File: src/core/adcc_pkg.sv
// Package of constants and types for the conversion control block.
package adcc_pkg;
  localparam int unsigned RES_BITS     = 10;
  localparam int unsigned CH_BITS      = 2;
  localparam int unsigned MODE_BITS    = 8;
  localparam int unsigned RUN_BIT      = 7;
  localparam int unsigned SEL_RESET    = 0;
  localparam int unsigned MODE_RESET   = 0;
  localparam int unsigned SAMPLE_DIV   = 10;
  localparam int unsigned BIT_CYCLES   = 9;
  localparam int unsigned CONV_TIME_NS = 5000;
  localparam int unsigned CLK_PERIOD_NS = 50;
  localparam int unsigned CONV_CYCLES  = CONV_TIME_NS / CLK_PERIOD_NS;
  localparam int unsigned SAMPLE_CYCLES = CONV_CYCLES / SAMPLE_DIV;

  typedef enum logic [1:0] {
    adcc_idle,
    adcc_sample,
    adcc_approx,
    adcc_store
  } adcc_phase_t;
endpackage

File: src/core/adcc_sar_if.sv
// Interface between the sequencer and the successive approximation engine.
`timescale 1ns/1ns
interface adcc_sar_if;
  logic       start;
  logic       abort;
  logic       comp_in;
  logic [9:0] trial;
  logic [9:0] value;
  logic       done;
  modport seq (output start, output abort, input trial, input value,
               input done);
  modport sar (input start, input abort, input comp_in, output trial,
               output value, output done);
endinterface

File: src/core/adc_conversion_control.sv
// Run control, sequencing and result arbitration for the 10-bit converter.
`timescale 1ns/1ns
module adc_conversion_control #(
  parameter int unsigned SAMPLE_LEN = adcc_pkg::SAMPLE_CYCLES
) (
  input  wire logic                          mclk,
  input  wire logic                          srst,
  input  wire logic                          standby,
  input  wire logic                          mode_wr,
  input  wire logic [adcc_pkg::MODE_BITS-1:0] mode_wdata,
  input  wire logic                          sel_wr,
  input  wire logic [adcc_pkg::CH_BITS-1:0]   sel_wdata,
  input  wire logic                          result_rd,
  input  wire logic                          flag_clr,
  input  wire logic                          comp_in,
  output logic [adcc_pkg::MODE_BITS-1:0]      converter_mode_reg,
  output logic [adcc_pkg::CH_BITS-1:0]        input_select_reg,
  output logic [adcc_pkg::RES_BITS-1:0]       conversion_result_reg,
  output logic                               conversion_done_flag,
  output logic                               conversion_done_irq,
  output logic                               sampling,
  output logic                               converting,
  output logic [adcc_pkg::RES_BITS-1:0]       dac_trial,
  output logic [3:0]                         analog_input_pins
);
  // ==========================================================
  // State
  typedef struct packed {
    adcc_pkg::adcc_phase_t             phase;
    logic [7:0]                        count;
    logic [adcc_pkg::MODE_BITS-1:0]    mode;
    logic [adcc_pkg::CH_BITS-1:0]      sel;
    logic [adcc_pkg::RES_BITS-1:0]     result;
    logic [adcc_pkg::RES_BITS-1:0]     pend;
    logic                              pend_vld;
    logic                              flag;
    logic                              irq;
  } adcc_st_t;

  adcc_st_t   st;
  adcc_st_t   next_st;
  adcc_sar_if sar_bus();

  // ==========================================================
  // Parameter checks
  if (SAMPLE_LEN < 1 || SAMPLE_LEN > 255)
  begin : g_bad_len
    $error("adc_conversion_control: sampling length out of range");
  end

  if ($bits(analog_input_pins) != (1 << adcc_pkg::CH_BITS))
  begin : g_bad_pins
    $error("adc_conversion_control: one input pin per select code");
  end

  // ==========================================================
  // Decoders
  function automatic logic [3:0] adcc_onehot(input logic [1:0] code);
    adcc_onehot = 4'h1 << code;
  endfunction

  function automatic logic adcc_in_phase(
    input adcc_pkg::adcc_phase_t cur,
    input adcc_pkg::adcc_phase_t want
  );
    adcc_in_phase = (cur == want);
  endfunction

  // ==========================================================
  // Control terms
  logic       run;
  logic       cfg_wr;
  logic       halt;
  logic       sample_last;
  logic [3:0] sel_hot;

  assign run         = st.mode[adcc_pkg::RUN_BIT];
  assign cfg_wr      = mode_wr | sel_wr;
  assign halt        = cfg_wr | standby | ~run;
  assign sample_last = adcc_in_phase(st.phase, adcc_pkg::adcc_sample)
                       & (st.count == 8'(SAMPLE_LEN - 1));
  assign sel_hot     = adcc_onehot(st.sel);

  // ==========================================================
  // Engine
  adcc_sar u_sar (
    .mclk (mclk),
    .srst (srst),
    .sar  (sar_bus.sar)
  );

  assign sar_bus.comp_in = comp_in;
  assign sar_bus.start   = ~halt & sample_last;
  assign sar_bus.abort   = halt;

  // ==========================================================
  // Sequencer
  always_comb
  begin
    next_st = st;
    next_st.irq = 1'b0;
    // Register writes and the flag clear land at once.
    if (flag_clr)
    begin
      next_st.flag = 1'b0;
    end
    if (mode_wr)
    begin
      next_st.mode = mode_wdata;
    end
    if (sel_wr)
    begin
      next_st.sel = sel_wdata;
    end
    // A deferred store lands in the first cycle without a read or a config write; a config write drops it.
    if (st.pend_vld && cfg_wr)
    begin
      next_st.pend_vld = 1'b0;
    end
    else if (st.pend_vld && !result_rd)
    begin
      next_st.result = st.pend;
      next_st.pend_vld = 1'b0;
    end

    // Phase sequencing.
    if (halt)
    begin
      // Abort: drop the running conversion; a deferred store is dropped only by a config write.
      next_st.phase = adcc_pkg::adcc_idle;
      next_st.count = 8'h00;
    end
    else
    begin
      unique case (st.phase)
        adcc_pkg::adcc_idle:
        begin
          next_st.phase = adcc_pkg::adcc_sample;
          next_st.count = 8'h00;
        end
        adcc_pkg::adcc_sample:
        begin
          if (sample_last)
            next_st.phase = adcc_pkg::adcc_approx;
          else
            next_st.count = st.count + 8'h01;
        end
        adcc_pkg::adcc_approx:
        begin
          if (sar_bus.done)
            next_st.phase = adcc_pkg::adcc_store;
        end
        adcc_pkg::adcc_store:
        begin
          if (result_rd)
          begin
            next_st.pend = sar_bus.value;
            next_st.pend_vld = 1'b1;
          end
          else
            next_st.result = sar_bus.value;
          next_st.flag = 1'b1;
          next_st.irq = 1'b1;
          next_st.phase = adcc_pkg::adcc_sample;
          next_st.count = 8'h00;
        end
      endcase
    end
  end

  // ==========================================================
  // State register
  always_ff @(posedge mclk)
  begin
    if (srst)
    begin
      st <= '0;
      st.mode <= adcc_pkg::MODE_BITS'(adcc_pkg::MODE_RESET);
      st.sel <= adcc_pkg::CH_BITS'(adcc_pkg::SEL_RESET);
    end
    else
      st <= next_st;
  end

  // ==========================================================
  // Register views
  assign converter_mode_reg    = st.mode;
  assign input_select_reg      = st.sel;
  assign conversion_result_reg = st.result;
  assign conversion_done_flag  = st.flag;
  assign conversion_done_irq   = st.irq;

  // ==========================================================
  // Phase status and ladder code
  assign sampling   = adcc_in_phase(st.phase, adcc_pkg::adcc_sample);
  assign converting = ~adcc_in_phase(st.phase, adcc_pkg::adcc_idle);
  assign dac_trial  = sar_bus.trial;

  // ==========================================================
  // Analog input routing
  for (genvar i = 0; i < $bits(analog_input_pins); i++)
  begin : g_pin
    assign analog_input_pins[i] = converting & sel_hot[i];
  end
endmodule // adc_conversion_control

File: src/core/adcc_sar.sv
// Successive approximation register stepping from bit 9 down to bit 0.
`timescale 1ns/1ns
module adcc_sar #(
  parameter int unsigned STEP_CYCLES = adcc_pkg::BIT_CYCLES
) (
  input  wire logic mclk,
  input  wire logic srst,
  adcc_sar_if.sar   sar
);
  typedef struct packed {
    logic       busy;
    logic [3:0] bit_idx;
    logic [7:0] step;
    logic [9:0] acc;
    logic       done;
  } adcc_sar_st_t;

  adcc_sar_st_t st;
  adcc_sar_st_t next_st;

  if (STEP_CYCLES < 1 || STEP_CYCLES > 255)
  begin : g_bad_step
    $error("adcc_sar: step cycle count out of range");
  end

  assign sar.trial = st.acc | (st.busy ? (10'h001 << st.bit_idx) : 10'h000);
  assign sar.value = st.acc;
  assign sar.done  = st.done;

  // ==========================================================
  // Next state
  always_comb
  begin
    next_st = st;
    next_st.done = 1'b0;
    if (sar.abort)
    begin
      next_st.busy = 1'b0;
    end
    else if (sar.start)
    begin
      next_st.busy = 1'b1;
      next_st.bit_idx = 4'(adcc_pkg::RES_BITS - 1);
      next_st.step = 8'h00;
      next_st.acc = 10'h000;
    end
    else if (st.busy)
    begin
      if (st.step == 8'(STEP_CYCLES - 1))
      begin
        next_st.step = 8'h00;
        if (sar.comp_in)
          next_st.acc = sar.trial;
        if (st.bit_idx == 4'h0)
        begin
          next_st.busy = 1'b0;
          next_st.done = 1'b1;
        end
        else
          next_st.bit_idx = st.bit_idx - 4'h1;
      end
      else
        next_st.step = st.step + 8'h01;
    end
  end

  // ==========================================================
  // State register
  always_ff @(posedge mclk)
  begin
    if (srst)
      st <= '0;
    else
      st <= next_st;
  end
endmodule // adcc_sar

File: config.mk
export PLATFORM = sky130hd
export DESIGN_NAME = adc_conversion_control
export DESIGN_NICKNAME = d
export VERILOG_FILES = /design/src/core/adcc_pkg.sv /design/src/core/adcc_sar_if.sv /design/src/core/adc_conversion_control.sv /design/src/core/adcc_sar.sv
export SDC_FILE = /design/constraint.sdc
export NUM_CORES = 1
export LEC_CHECK = 0
export BUFFER_PORTS_ARGS = -buffer_cell sky130_fd_sc_hd__buf_2
export CORE_ASPECT_RATIO = 1.75
export CORE_MARGIN = 2
export CORE_UTILIZATION = 63
export CTS_BUF_LIST = sky130_fd_sc_hd__clkbuf_4
export DETAILED_ROUTE_END_ITERATION = 10
export GPL_TIMING_DRIVEN = 0
export PLACE_DENSITY = 0.89
export SLEW_MARGIN = 0
export SYNTH_ARGS = -nofsm -noshare
export SYNTH_HDL_FRONTEND = slang
export SYNTH_HIERARCHICAL = 1
export SYNTH_SLANG_ARGS = --single-unit
File: constraint.sdc
create_clock -name mclk -period 6.91 [get_ports mclk]
set_clock_uncertainty 0.15 [all_clocks]
set_input_delay 0.691 -clock mclk [delete_from_list [all_inputs] [get_ports mclk]]
set_output_delay 0.691 -clock mclk [all_outputs]
set_load 0.05 [all_outputs]
==> qor_table.md <==
| Result | Reported | Unit |
| --- | --- | --- |
| Category of the worst setup path launch point | flop | - |
| Placer's final routability congestion estimate | 0.8633 | - |
| Die outline width | 59.80 | um |
| Net load switching power | 0.1750 | mW |
| Core Box Area | 0.005255 | mm2 |
| Cts bufs inserted | 9 | - |
| Kind of cell with the highest combined delay on the critical path | simple AND/OR/NAND/NOR gates | - |
| Clock network power share | 36.7 | % |
| TritonCTS clock tree | yes | - |
| Share of final-layout standard cells stronger than drive strength 1 | 25.21 | % |
| Filler Cell Count | 387 | - |
| Critical-path cell list | ha_1, or4b_4, or3_4, nor3_1, clkbuf_1, inv_1, o21ai_0, a311oi_1, a31o_2 | - |
| Number of top-level pins | 56 | - |
| Largest registers ranked by flip-flop count | st x21, u_sar/st x13 | - |
| Later-pin clock latency in the skew report | 420 | ps |
| Clock-pin slew reported for the worst setup and hold paths after clock tree synthesis | 110 | ps |
| Area enclosed by the die boundary | 0.006078 | mm2 |
| Storage element area | 0.001341 | mm2 |
| Estimated wirelength of the detail-placed design | 5457 | um |
| Most used flip-flop cell after synthesis | sky130_fd_sc_hd__dfxtp_1 | - |
| Total number of vias | 2989 | - |
| Critical path's slowest cell | sky130_fd_sc_hd__or4b_4 | - |
| Number of standard cells in the layout, taps in and fillers out | 531 | - |
| Delay contributed by the slowest stage of the critical path | 490 | ps |
| Leakage dissipation | 1.726 | nW |
| Hold bufs inserted after CTS | 0 | - |
| Area of the mapped netlist | 0.003432 | mm2 |
| Syn_area_per_cell | 8.433 | um2 |
| Synth area leaders | sky130_fd_sc_hd__dfxtp_1 39%, sky130_fd_sc_hd__buf_4 6.8%, sky130_fd_sc_hd__nand2_1 6.6%, sky130_fd_sc_hd__ha_1 4.7%, sky130_fd_sc_hd__nor2_1 4.7% | - |
| Crit-path max FO | 10 | - |
| Max rail drop VDD | 0.1267 | mV |
| Average vias per placed instance | 5.629 | - |
| Register with the most flip-flops | st | - |
| Status | finished clean | - |
| Top cell type's share of synthesized area | 39.08 | % |
| Final sum of negative setup slack | 0 | ps |
| Setup violations, final | 0 | - |
| Number of enable-type register cells in the synthesized netlist | 0 | - |
| Multi-input gate area | 0.001655 | mm2 |
| Critical Path AT | 3480 | ps |
| Rows | 35 | - |
| Drt initial violations | 166 | - |
| Number of flip-flops in the largest register | 21 | - |
| Die outline height | 101.6 | um |
| Post-layout net count | 503 | - |
| Flops & latches, synth | 67 | - |
| Required time of the critical path | 7070 | ps |
| Switching share of total power | 25.40 | % |
| Critical path class | flop to flop | - |
| Starting utilization of the core area | 65.31 | % |
| Worst max-slew margin expressed relative to the limit | 38.03 | % |
| Number of remaining DRC errors | 0 | - |
| Unrepaired setup endpoints after global routing | no | - |
| Routed length per placed instance | 13.78 | um |
| Seq/Total Area, Yosys | 39.08 | % |
| Vias in the first global route | 2863 | - |
| CP bufs+invs | 2 | - |
| Measured slew at the worst slew-check pin | 927.1 | ps |
| Layout Area Growth over Synthesis | 13.82 | % |
| Clock sink count | 67 | - |
| Total power | 0.6889 | mW |
| Antenna violations before repair | 0 | - |
| Ant. Diodes | 0 | - |
| Time the final worst path needs with I/O delays and setup | 3319 | ps |
| F_max | 301.3 | MHz |
| Number of distinct library cell variants in the gate-level netlist after synthesis | 52 | - |
| Hold slack final | 312.7 | ps |
| Count of warnings emitted by yosys | 6 | - |
| Part of the total power dissipated in combinational logic | 6.4 | % |
| Syn Inst Count | 407 | - |
| Post-synthesis cell type with the largest combined area | sky130_fd_sc_hd__dfxtp_1 | - |
| Wirelength, routed | 7315 | um |
| Async set-reset flop share out of synthesis | 0 | % |
| Final count of pins violating max slew | 0 | - |
| Final cycle utilization of the critical path | 48.03 | % |
| Number of hold violations in the final report | 0 | - |
| Post-cts gate resize count | 0 | - |
| Number of port buffers | 54 | - |
| CTS H-Tree Depth | 3 | - |
| First-pass GRT wire length | 11880 | um |
| Post-CTS setup buffers | 0 | - |
| Number of iterations in the first detailed-routing pass | 6 | - |
| Register share of total power | 56.9 | % |
| Final global-route overflow total | 0 | - |
| Root buffer cell | sky130_fd_sc_hd__clkbuf_4 | - |
| Count of max-cap constraint violations | 0 | - |
| Internal power of the cells | 0.5139 | mW |
| Antenna Nets Post-Route | 0 | - |
| All-Layer GR Usage | 25.52 | % |
| Worst min path class | flop to flop | - |
| Syn Nets | 438 | - |
| Placed instance count | 516 | - |
| Maximum number of pins on one net before global-route repair | 13 | - |
| Endpoint type of the worst setup path | flop | - |
| PwrDens | 176.4 | mW/mm2 |
| Reg-to-reg slack, setup | 3590 | ps |
| Buffers from clock root to sink, at most | 2 | - |
[final cells by class]
cell class                      count  area share, %
Timing Repair Buffer               54          6.919
Tap cell                           55          1.762
Buffer                             44          7.976
Inverter                           33          3.171
Sequential cell                    67          34.34
Clock inverter                      6          1.730
Clock buffer                        9          1.730
Multi-Input combinational cell    263          42.38
[logic make-up (layout without fill, tap and decap cells)]
logic type / count (synthesis) / after routing / share of synthesized area, %
flops: 67 / 67 / 39.08
buf+inv: 77 / 146 / 12.69
mux: 12 / 12 / 3.500
xor+xnor: 10 / 10 / 2.552
simple gates: 160 / 160 / 23.81
compound gates: 68 / 68 / 13.63
fa+ha+maj: 13 / 13 / 4.739
[power groups by stage]
stage,logic [mW],clock network (mW),registers [mW]
4_1_cts,0.0443,0.260,0.392
2_1_floorplan,0.0318,0,0.400
3_5_place_dp,0.0442,0,0.401
6_report,0.0443,0.253,0.392
3_3_place_gp,0.0432,0,0.400
5_1_grt,0.0475,0.272,0.392
[through the flow]
step	setup WS, ps	util, %	instance area, um2
after floorplan	4139	-	3432
after global placement	3700	71.76	3771
after detailed placement	3660	71.76	3771
after CTS	3647	74.33	3906
after global routing	3480	74.33	3906
final	3591	74.33	3906
[worst reg2reg max path, delay by kind of cell, from the launching register on]
| kind | cells | cell delay (ps) |
|---|---|---|
| AOI/OAI and AO/OA | 3 | 740 |
| adders and majority gates | 1 | 190 |
| buffers and inverters | 2 | 540 |
| DFF | 1 | 460 |
| and+or+nand+nor | 3 | 1140 |
[layer usage]
layer	wire length [um]	part of all wire, %	GRT usage, %	vias to the layer above
met3	300	4.1	4.342	24
li1	-	-	-	1494
met5	0	0	0	-
met1	2718	37	24.30	1376
met2	4082	56	46.66	95
met4	214	2.9	18.12	0
[worst paths after layout]
check              start      endpoint  cells past startpoint
setup / recovery  st[33]  u_sar/st[21]                      9
hold / removal     st[6]         st[6]                      2
setup reg to reg  st[33]  u_sar/st[21]                      9
hold reg to reg    st[6]         st[6]                      2
[cell usage after synthesis (2+ instances only)]
cell                       number
sky130_fd_sc_hd__a311oi_1      11
sky130_fd_sc_hd__xnor2_1        6
sky130_fd_sc_hd__nor3b_1        2
sky130_fd_sc_hd__nor2_1        43
sky130_fd_sc_hd__nand4_1        5
sky130_fd_sc_hd__nand3_1        9
sky130_fd_sc_hd__and3_1         4
sky130_fd_sc_hd__o31ai_1        3
sky130_fd_sc_hd__nor2b_1        5
sky130_fd_sc_hd__nor3_1         8
sky130_fd_sc_hd__o21ai_1        3
sky130_fd_sc_hd__nand2_1       60
sky130_fd_sc_hd__o21ai_0        2
sky130_fd_sc_hd__buf_4         31
sky130_fd_sc_hd__nor4_1         3
sky130_fd_sc_hd__dfxtp_1       67
sky130_fd_sc_hd__o211ai_1       3
sky130_fd_sc_hd__a21oi_1       20
sky130_fd_sc_hd__a41oi_1        5
sky130_fd_sc_hd__a31oi_1        6
sky130_fd_sc_hd__or2_2          2
sky130_fd_sc_hd__ha_1          13
sky130_fd_sc_hd__mux2i_1       12
sky130_fd_sc_hd__xor2_1         4
sky130_fd_sc_hd__o22ai_1        8
sky130_fd_sc_hd__clkbuf_1      10
sky130_fd_sc_hd__nand3b_1       2
sky130_fd_sc_hd__inv_1         32
sky130_fd_sc_hd__nor4b_4        2
sky130_fd_sc_hd__nand2b_1       4
[placed cells by master, fill, tap and decap left out, types with 10 or more instances in the layout]
| cell type | n |
|---|---|
| sky130_fd_sc_hd__clkbuf_1 | 10 |
| sky130_fd_sc_hd__nand2_1 | 60 |
| sky130_fd_sc_hd__nor2_1 | 43 |
| sky130_fd_sc_hd__a311oi_1 | 11 |
| sky130_fd_sc_hd__inv_1 | 32 |
| sky130_fd_sc_hd__dfxtp_1 | 67 |
| sky130_fd_sc_hd__a21oi_1 | 20 |
| sky130_fd_sc_hd__buf_4 | 31 |
| sky130_fd_sc_hd__buf_2 | 55 |
| sky130_fd_sc_hd__ha_1 | 13 |
| sky130_fd_sc_hd__mux2i_1 | 12 |
No activity file was read; power rests on OpenSTA's default activity.
